==> src/logic/cilbp_regs.vh <==
`ifndef CILBP_REGS_VH
`define CILBP_REGS_VH
// ==========================================================================
// predictor geometry
`define CILBP_BHT_ENTRIES   128
`define CILBP_IDX_HI        9
`define CILBP_IDX_LO        3
`define CILBP_CTR_SNT       2'h0
`define CILBP_CTR_WNT       2'h1
`define CILBP_CTR_WT        2'h2
`define CILBP_CTR_ST        2'h3
`define CILBP_CTR_RESET     2'h1
// ==========================================================================
// return stack
`define CILBP_RS_DEPTH      3
`define CILBP_RS_PTR_MAX    2'h3
// ==========================================================================
// flow costs in cycles
`define CILBP_COST_FOLD     4'h0
`define CILBP_COST_DYN      4'h1
`define CILBP_COST_STATIC   4'h4
`define CILBP_COST_RET_OK   4'h4
`define CILBP_COST_NONE     4'h0
// ==========================================================================
// condition failure
`define CILBP_FAIL_BASE     4'h5
`define CILBP_FAIL_FLOOR    4'h3
`define CILBP_ONE_CYC       4'h1
`define CILBP_TWO_CYC       4'h2
`define CILBP_PAIR_CYC      4'h2
// ==========================================================================
// operand need points
`define CILBP_NEED_NORMAL   2'h0
`define CILBP_NEED_EARLY    2'h1
`define CILBP_NEED_LATE     2'h2
// ==========================================================================
// branch classes
`define CILBP_BR_NONE       3'h0
`define CILBP_BR_IMM        3'h1
`define CILBP_BR_REG        3'h2
`define CILBP_BR_PUSH       3'h3
`define CILBP_BR_POP        3'h4
`endif

==> src/logic/cilbp_ret_stack.v <==
`timescale 1ns/1ps
`include "cilbp_regs.vh"
// three-entry return-address stack, newest in slot 0
module cilbp_ret_stack (
  input  wire        clock,
  input  wire        reset,
  input  wire        push,
  input  wire [31:0] push_addr,
  input  wire        pop,
  output wire [31:0] top_addr,
  output wire        not_empty
);
  reg [31:0] slot_q [0:`CILBP_RS_DEPTH-1];
  reg [1:0]  count_q;
  integer    i;

  assign top_addr  = slot_q[0];
  assign not_empty = (count_q != 2'h0);

  // ==========================================================================
  // shift stack; overflow drops the deepest slot so newest is kept
  always @(posedge clock) begin
    if (reset) begin
      for (i = 0; i < `CILBP_RS_DEPTH; i = i + 1) begin
        slot_q[i] <= 32'h0;
      end
      count_q <= 2'h0;
    end else if (push) begin
      for (i = `CILBP_RS_DEPTH-1; i > 0; i = i - 1) begin
        slot_q[i] <= slot_q[i-1];
      end
      slot_q[0] <= push_addr;
      if (count_q != `CILBP_RS_PTR_MAX) begin
        count_q <= count_q + 2'h1;
      end
    end else if (pop && not_empty) begin
      for (i = 0; i < `CILBP_RS_DEPTH-1; i = i + 1) begin
        slot_q[i] <= slot_q[i+1];
      end
      slot_q[`CILBP_RS_DEPTH-1] <= 32'h0;
      count_q <= count_q - 2'h1;
    end
  end
endmodule

==> src/logic/cilbp_core.v <==
`timescale 1ns/1ps
`include "cilbp_regs.vh"
// Functional notes
// - predictor is 128 direct-mapped entries indexed by address bits 9:3
// - each entry is a 2-bit saturating counter, four strength states
// - only constant-offset branches predicted dynamically; register targets never predicted
// - dynamic hit costs one cycle, zero when folded in prefetch buffer
// - dynamic miss on constant branch predicted statically at dispatch, four cycles
// - three-entry return stack predicts from dispatch stage
// - only unconditional returns predicted; conditional pops silently; empty never predicts
// - push on link branches: immediate, exchange immediate, exchange register
// - pop on link-register returns, pc moves, stack pc loads
// - good return costs four cycles; mismatch of popped address flags mispredict
// - three parallel four-stage pipes: arithmetic, multiply, load/store
// - arithmetic and multiply lock-step; load/store decoupled
// - forwarding from alu, saturate, writebacks; multiplier internal accumulate path
// - latency counts from producer first cycle to alu-point need
// - early operand adds one cycle to producer latency
// - late operand of two-issue consumer subtracts one cycle
// - store-multiple/double sources write-locked against later writers
// - failing one- and two-cycle instructions keep their cycle counts
// - failing multicycle takes min(pass total, max(5 - gap, 3))
// - flag gap counts cycles since flag setter, stalls included
// - same-register writes land in program order, interlocking when needed
// - opposite-condition writers and stores do not interlock; pair costs two
module cilbp_core (
  input  wire        clock,
  input  wire        reset,
  // fetch side
  input  wire        br_valid,
  input  wire [31:0] br_pc,
  input  wire [2:0]  br_class,
  input  wire        br_cond,
  input  wire        br_next_in_buffer,
  input  wire [31:0] br_link_addr,
  // resolution side
  input  wire        res_valid,
  input  wire [31:0] res_pc,
  input  wire        res_taken,
  input  wire        ret_res_valid,
  input  wire [31:0] ret_res_addr,
  // issue side: one consumer against one producer
  input  wire        iss_valid,
  input  wire [3:0]  prod_latency,
  input  wire [3:0]  prod_age,
  input  wire        prod_is_load,
  input  wire [1:0]  cons_need,
  input  wire        cons_two_issue,
  input  wire        cons_reads_prod,
  input  wire        cons_writes_prod,
  input  wire        opposite_cond,
  input  wire        cons_is_store,
  input  wire        store_lock_start,
  input  wire [3:0]  store_lock_cycles,
  input  wire        cons_writes_locked,
  // condition accounting
  input  wire        flag_set,
  input  wire        cond_fail,
  input  wire [3:0]  pass_cycle_total,
  // pipe advance
  input  wire        alu_pipe_busy,
  input  wire        ls_pipe_busy,
  // outputs
  output reg         pred_valid,
  output reg         pred_taken,
  output reg         pred_static,
  output reg  [31:0] pred_target,
  output reg  [3:0]  flow_cost,
  output reg         ret_mispredict,
  output reg         stall,
  output reg  [3:0]  fail_cycles,
  output reg  [3:0]  flag_gap,
  output reg         arith_advance,
  output reg         ls_advance,
  output reg  [1:0]  fwd_select
);
  // ==========================================================================
  // helpers
  function [6:0] bht_index;
    input [31:0] pc;
    begin
      bht_index = pc[`CILBP_IDX_HI:`CILBP_IDX_LO];
    end
  endfunction

  // counter saturates rather than wrapping at either strong state
  function [1:0] ctr_step;
    input [1:0] c;
    input       taken;
    begin
      if (taken) begin
        ctr_step = (c == `CILBP_CTR_ST) ? c : c + 2'h1;
      end else begin
        ctr_step = (c == `CILBP_CTR_SNT) ? c : c - 2'h1;
      end
    end
  endfunction

  function [3:0] max4;
    input [3:0] a;
    input [3:0] b;
    begin
      max4 = (a > b) ? a : b;
    end
  endfunction

  function [3:0] min4;
    input [3:0] a;
    input [3:0] b;
    begin
      min4 = (a < b) ? a : b;
    end
  endfunction

  // ==========================================================================
  // dynamic predictor table and a valid bit per entry
  // aliasing is accepted: address bit 10 and above share entries
  reg [1:0] bht_q [0:`CILBP_BHT_ENTRIES-1];
  reg       bhv_q [0:`CILBP_BHT_ENTRIES-1];
  integer   k;

  wire [6:0] look_idx = bht_index(br_pc);
  wire [6:0] upd_idx  = bht_index(res_pc);
  wire       dyn_hit  = bhv_q[look_idx];
  wire       dyn_tkn  = bht_q[look_idx][1];

  // resolution trains the counter; a fresh entry starts weak
  always @(posedge clock) begin
    if (reset) begin
      for (k = 0; k < `CILBP_BHT_ENTRIES; k = k + 1) begin
        bht_q[k] <= `CILBP_CTR_RESET;
        bhv_q[k] <= 1'b0;
      end
    end else if (res_valid) begin
      bhv_q[upd_idx] <= 1'b1;
      if (bhv_q[upd_idx]) begin
        bht_q[upd_idx] <= ctr_step(bht_q[upd_idx], res_taken);
      end else begin
        bht_q[upd_idx] <= res_taken ? `CILBP_CTR_WT : `CILBP_CTR_WNT;
      end
    end
  end

  // ==========================================================================
  // return stack
  // push and pop in one cycle: push wins, as in the stack module
  wire        is_push     = br_valid && (br_class == `CILBP_BR_PUSH);
  wire        is_pop      = br_valid && (br_class == `CILBP_BR_POP);
  wire        is_imm      = br_valid && (br_class == `CILBP_BR_IMM);
  // a conditional return still pops but never predicts; empty never predicts
  wire        ret_predict = is_pop && !br_cond && rs_full;
  wire [31:0] rs_top;
  wire        rs_full;

  cilbp_ret_stack u_rs (
    .clock     (clock),
    .reset     (reset),
    .push      (is_push),
    .push_addr (br_link_addr),
    .pop       (is_pop),
    .top_addr  (rs_top),
    .not_empty (rs_full)
  );

  // a pending return remembers what was predicted for later compare
  reg        ret_pend_q;
  reg [31:0] ret_addr_q;

  // ==========================================================================
  // prediction and flow cost, registered at dispatch
  always @(posedge clock) begin
    if (reset) begin
      pred_valid  <= 1'b0;
      pred_taken  <= 1'b0;
      pred_static <= 1'b0;
      pred_target <= 32'h0;
      flow_cost   <= `CILBP_COST_NONE;
      ret_pend_q  <= 1'b0;
      ret_addr_q  <= 32'h0;
    end else begin
      pred_valid  <= 1'b0;
      pred_taken  <= 1'b0;
      pred_static <= 1'b0;
      flow_cost   <= `CILBP_COST_NONE;
      // clear first so a new return in the same cycle keeps its pending mark
      if (ret_res_valid) begin
        ret_pend_q <= 1'b0;
      end
      if (is_imm) begin
        pred_valid <= 1'b1;
        // a fold costs nothing because the branch never takes an issue slot
        if (dyn_hit) begin
          pred_taken <= dyn_tkn;
          flow_cost  <= br_next_in_buffer ? `CILBP_COST_FOLD : `CILBP_COST_DYN;
        end else begin
          // static fallback issued from dispatch, taken by default
          pred_static <= 1'b1;
          pred_taken  <= 1'b1;
          flow_cost   <= `CILBP_COST_STATIC;
        end
      end else if (ret_predict) begin
        pred_valid  <= 1'b1;
        pred_taken  <= 1'b1;
        pred_target <= rs_top;
        flow_cost   <= `CILBP_COST_RET_OK;
        ret_pend_q  <= 1'b1;
        ret_addr_q  <= rs_top;
      end
      // register-target branches fall through with no prediction
    end
  end

  // mismatch of popped address against actual return
  // compare uses the value popped at dispatch, not the live stack top
  always @(posedge clock) begin
    if (reset) begin
      ret_mispredict <= 1'b0;
    end else begin
      ret_mispredict <= ret_res_valid && ret_pend_q && (ret_res_addr != ret_addr_q);
    end
  end

  // ==========================================================================
  // interlock scoring
  // one extra bit keeps latency fifteen plus an early need from wrapping
  reg  [4:0] eff_lat;
  reg        hazard;
  wire       need_early   = (cons_need == `CILBP_NEED_EARLY);
  wire       need_late    = (cons_need == `CILBP_NEED_LATE) && cons_two_issue;
  // a store on the opposite condition never reads the other writer's value
  wire       read_exempt  = cons_is_store && opposite_cond;
  wire       write_exempt = opposite_cond;
  always @* begin
    eff_lat = {1'b0, prod_latency};
    if (need_early) begin
      eff_lat = {1'b0, prod_latency} + {1'b0, `CILBP_ONE_CYC};
    end else if (need_late && prod_latency != 4'h0) begin
      // a zero latency cannot go lower; the operand is simply ready
      eff_lat = {1'b0, prod_latency} - {1'b0, `CILBP_ONE_CYC};
    end
    hazard = 1'b0;
    if (cons_reads_prod && !read_exempt && eff_lat > {1'b0, prod_age}) begin
      hazard = 1'b1;
    end
    // a later writer waits until the earlier result has landed
    if (cons_writes_prod && !write_exempt && prod_latency > prod_age) begin
      hazard = 1'b1;
    end
  end

  // store-multiple write lock down-counter
  // a new store restarts the lock; overlapping stores keep the latest length
  reg [3:0] lock_cnt_q;
  always @(posedge clock) begin
    if (reset) begin
      lock_cnt_q <= 4'h0;
    end else if (store_lock_start) begin
      lock_cnt_q <= store_lock_cycles;
    end else if (lock_cnt_q != 4'h0) begin
      lock_cnt_q <= lock_cnt_q - 4'h1;
    end
  end

  wire lock_hit = cons_writes_locked && (lock_cnt_q != 4'h0);

  // registered so issue sees a clean level, at one cycle of reaction
  always @(posedge clock) begin
    if (reset) begin
      stall <= 1'b0;
    end else begin
      stall <= iss_valid && (hazard || lock_hit);
    end
  end

  // ==========================================================================
  // forwarding source: 0 alu, 1 saturate, 2 alu writeback, 3 load/store writeback
  // a non-load result of age two or more is served from the alu writeback copy
  always @(posedge clock) begin
    if (reset) begin
      fwd_select <= 2'h0;
    end else if (iss_valid && cons_reads_prod) begin
      if (prod_is_load) begin
        fwd_select <= 2'h3;
      end else begin
        fwd_select <= (prod_age >= 4'h2) ? 2'h2 : prod_age[1:0];
      end
    end
  end

  // ==========================================================================
  // pipe advance: arithmetic and multiply share one enable, load/store its own
  // load/store ignores the stall so later arithmetic retires under a load
  always @(posedge clock) begin
    if (reset) begin
      arith_advance <= 1'b0;
      ls_advance    <= 1'b0;
    end else begin
      arith_advance <= !alu_pipe_busy && !stall;
      ls_advance    <= !ls_pipe_busy;
    end
  end

  // ==========================================================================
  // flag gap: counts every cycle since the setter, stalls included
  // the instruction right after the setter sees gap zero
  // saturating keeps a long quiet stretch from wrapping to a small gap
  reg [3:0] gap_q;
  always @(posedge clock) begin
    if (reset) begin
      gap_q <= 4'h0;
    end else if (flag_set) begin
      gap_q <= 4'h0;
    end else if (gap_q != 4'hf) begin
      gap_q <= gap_q + 4'h1;
    end
  end

  // gap saturates so a long distance simply gives the floor
  wire [3:0] gap_eff  = (gap_q >= `CILBP_FAIL_BASE) ? `CILBP_FAIL_BASE : gap_q;
  wire [3:0] fail_mc  = min4(pass_cycle_total, max4(`CILBP_FAIL_BASE - gap_eff,
                                                    `CILBP_FAIL_FLOOR));

  // one- and two-cycle failures keep their count; longer ones shrink with gap
  // an opposite-condition writer pair reports its fixed two-cycle cost when no condition failure is reported
  always @(posedge clock) begin
    if (reset) begin
      fail_cycles <= 4'h0;
      flag_gap    <= 4'h0;
    end else begin
      flag_gap <= gap_q;
      if (cond_fail) begin
        if (pass_cycle_total <= `CILBP_TWO_CYC) begin
          fail_cycles <= pass_cycle_total;
        end else begin
          fail_cycles <= fail_mc;
        end
      end else if (iss_valid && cons_writes_prod && opposite_cond) begin
        fail_cycles <= `CILBP_PAIR_CYC;
      end else begin
        fail_cycles <= 4'h0;
      end
    end
  end
endmodule

==> config.mk <==
export PLATFORM = sky130hd
export DESIGN_NAME = cilbp_core
export DESIGN_NICKNAME = d
export VERILOG_FILES = /design/src/logic/cilbp_ret_stack.v /design/src/logic/cilbp_core.v
export VERILOG_INCLUDE_DIRS = /design/src /design/src/logic
export SDC_FILE = /design/constraint.sdc
export NUM_CORES = 1
export LEC_CHECK = 0
export BUFFER_PORTS_ARGS = -buffer_cell sky130_fd_sc_hd__buf_2
export CORE_MARGIN = 8
export CORE_UTILIZATION = 55
export DETAILED_ROUTE_END_ITERATION = 8
export GPL_TIMING_DRIVEN = 0
export PLACE_DENSITY_LB_ADDON = 0.15
export RECOVER_POWER = 100
export SETUP_SLACK_MARGIN = 0.5
export SLEW_MARGIN = 20
export SYNTH_ARGS = -nofsm -noshare
export SYNTH_HDL_FRONTEND = slang
export SYNTH_HIERARCHICAL = 1
export SYNTH_SLANG_ARGS = --single-unit
==> constraint.sdc <==
create_clock -name clock -period 9.3 [get_ports clock]
set_clock_uncertainty 0.1 [all_clocks]
set_input_delay 0.465 -clock clock [delete_from_list [all_inputs] [get_ports clock]]
set_output_delay 0.465 -clock clock [all_outputs]
set_load 0.02 [all_outputs]
==> impl_metrics.csv <==
group,metric,value,unit
timing,fmax,0.134,GHz
die,fp.coreArea,49000,um^2
run_status,violations,"max-capacitance violations, max-slew violations",
global_route,antenna_found_initial,5,
worst_setup_path,critPathMostFrequentCell,"clkbuf_1",
timing,slew_viol_final,156,
clocking,clk_latency,660,ps
synth,synth_seq_cells,542,
synth,synth-edff-count,352,
timing,hold_viol,0,
synth,yosysWarnings,6,
synth,synth.distinct_cells,81,
cells_and_area,drive_above_1_share,16.7,%
timing,rsz0062_at_grt,"false",
worst_setup_path,path_cells,"clkbuf_1 > clkbuf_1 > clkbuf_1 > clkbuf_1 > clkbuf_1 > mux4_2 > nand2_1 > nand3_1 > nand3_1 > a221oi_1 > a21boi_0 > o21ai_0 > clkbuf_1 > buf_4 > nand3_1",
timing,relSlewSlack,-62.7,%
die,initial_core_util,55.7,%
place,dpl.hpwl,80300,um
synth,syn_avg_cell_area,11.1,um^2
worst_setup_path,cp.required,9540,ps
synth,synthFlopType,"edfxtp_1",
global_route,first_global_vias,22300,
detailed_routing,route.detailed.wl_per_inst,33.0,um
run,cap_violations,7,
worst_setup_path,rrSetupSlack,4550,ps
worst_setup_path,critPathSlowestCell,"clkbuf_1",
clocking,h-tree-depth,2,
global_route,grt_max_degree,53,
pwr,vdd_drop_max,0.131,mV
clocking,cts_buffers,57,
timing,period_share,80.1,%
die,fp.dieH,239,um
cells_and_area,syn_to_final_growth,12.9,%
clocking,cts.clk_slew.worst_paths,60,ps
timing,setup_violations,0,
pwr,finalPower,5.61,mW
pwr,leakage,10.6,nW
worst_setup_path,cp-start-kind,"input port",
timing,tns,0,ps
hold_path,min_path_type,"input port to flip-flop",
worst_setup_path,end_kind,"flip-flop",
place,dp_slack,3950,ps
cells_and_area,fin_util,62.9,%
global_route,grt_overflow,0,
die,boundaryPins,223,
timing,fin_ws,1850,ps
synth,synthCells,2466,
run_status,status,"finished with violations",
worst_setup_path,slowest_delay,1230,ps
clocking,cts_resized,0,
synth,ys_seq_area_share,52.7,%
die,die_area,57000,um^2
worst_setup_path,crit_buf_inv,7,
detailed_routing,drt_iter0_drc,4099,
detailed_routing,via_per_inst,6.78,
detailed_routing,finalWirelength,113000,um
die,std_cell_rows,81,
clocking,cts_tree,"yes",
detailed_routing,drc,0,
worst_setup_path,worstSetupPathType,"input port to flip-flop",
timing,worst_pin_slew,2440,ps
place,portBuffers,165,
cells_and_area,finalNetCount,2902,
pwr,power.density,182,nW/um^2
clocking,root_buffer,"clkbuf_16",
clocking,clockBufferDepth,3,
synth,netlist_area,27300,um^2
global_route,grt_pass1_wl,158000,um
place,globalplace.congestion,1.04,
worst_setup_path,cp_max_fo,12,
detailed_routing,postRouteAntennaNets,0,
worst_setup_path,critPathTopFamily,"buffers and inverters",
synth,synthArstFlopShare,0,%
detailed_routing,firstDrtPassIters,6,
worst_setup_path,arrival,7690,ps
timing,min_period,7450,ps
clocking,cts_sinks,542,
global_route,grt_util_all_layers,38.9,%
detailed_routing,num_vias,23300,
die,die_width,239,um
cells by family after synthesis:
family,synth area share [%]
other,0.0137
buffers and inverters,7.27
multiplexers,11.5
AO/OA/AOI/OAI,11.5
XOR/XNOR,1.19
adder cells (fa/ha/maj),0.871
AND/OR/NAND/NOR,14.9
flip-flops,52.7
cells in the mapped netlist, drive strengths merged (17+ instances only):
master / count / area, um^2
dfxtp: 190 / 3800
o22ai: 35 / 219
ha: 19 / 238
xnor2: 35 / 307
a221oi: 33 / 289
clkbuf: 113 / 478
nand2: 229 / 860
inv: 145 / 544
a22o: 67 / 592
buf: 127 / 958
o21ai: 162 / 815
mux2i: 36 / 360
nand3: 140 / 701
and2: 35 / 219
mux4: 112 / 2520
a21oi: 75 / 375
mux2: 23 / 259
nor2: 187 / 702
edfxtp: 352 / 10600
nand2b: 154 / 966
nor3: 17 / 96.4
final timing paths:
| kind | endpoint | depth (start not counted) | from |
|---|---|---|---|
| worst max-delay path | bht_q[9][0]$_SDFFCE_PN1P_ | 15 | res_pc[5] |
| worst min-delay path | u_rs/slot_q[0][5]$_SDFFCE_PN0P_ | 2 | br_link_addr[5] |
| worst max register to register | bht_q[60][1]$_SDFFCE_PN0P_ | 11 | bht_q[41][0]$_SDFFCE_PN1P_ |
| worst min register to register | arith_advance$_SDFF_PP0_ | 1 | stall$_SDFF_PP0_ |
through the flow:
step	instance area, um^2	hold slack, ps	std cells
after floorplan	27300	323	2467
after global placement	28900	307	3296
after detailed placement	29100	303	3301
after CTS	31000	5.58	3425
after global routing	30800	27.1	3426
final	30800	23.9	3430
repair_timing:
| action | CTS | global route |
|---|---|---|
| setup endpoints to repair | 0 | 0 |
| buffers inserted | 0 | 0 |
| hold buffers | 16 | 0 |
| hold endpoints to repair | 18 | 0 |
report_power, final:
part	internal, mW	switching (mW)	leakage (nW)
logic	0.216	0.456	4.87
registers	2.61	0.0312	4.83
clock network	1.28	1.02	0.882
layout by cell type, fill, tap and decap left out, types with 17 or more instances in the layout:
cell type    n
a22o_1      63
clkbuf_1   199
nand2b_1   153
nand3_1    140
ha_1        19
dfxtp_1    190
o21ai_0    161
o22ai_1     35
clkbuf_16   58
buf_2      136
mux4_2     112
nor2_1     187
xnor2_1     35
mux2_2      22
edfxtp_1   352
buf_4       55
mux2i_1     36
nor3_1      17
inv_1      143
and2_1      24
a221oi_1    33
a21oi_1     75
nand2_1    229
buf_6       18
layout make-up:
cell class / instances / area [um^2]
clock inverters: 31 / 282
fillers: 4060 / 18200
inverters: 146 / 548
well taps: 664 / 831
repair buffers: 187 / 950
diodes: 4 / 10.0
flip-flops and latches: 542 / 14400
plain buffers: 240 / 1330
multi-input cells: 1539 / 10900
clock buffers: 77 / 1540
state kept, by name, summed over array words and instances, names as in the netlist:
| name | flops |
|---|---|
| bht_q | 256 |
| stall | 1 |
| u_rs/count_q | 2 |
| fail_cycles | 4 |
| ls_advance | 1 |
| gap_q | 4 |
| fwd_select | 2 |
| pred_taken | 1 |
| u_rs/slot_q | 96 |
| pred_static | 1 |
| ret_pend_q | 1 |
| flow_cost | 2 |
| flag_gap | 4 |
| pred_valid | 1 |
| bhv_q | 128 |
| arith_advance | 1 |
| ret_addr_q | 32 |
| ret_mispredict | 1 |
| lock_cnt_q | 4 |
routing by layer:
layer | GRT usage, % | up-vias | wire [um]
li1 | - | 9426 | -
met1 | 49.6 | 11300 | 40400
met2 | 55.7 | 2036 | 46800
met3 | 13.5 | 535 | 16600
met4 | 25.5 | 2 | 9310
met5 | 0 | - | 10
No activity file was read; power rests on OpenSTA's default activity.
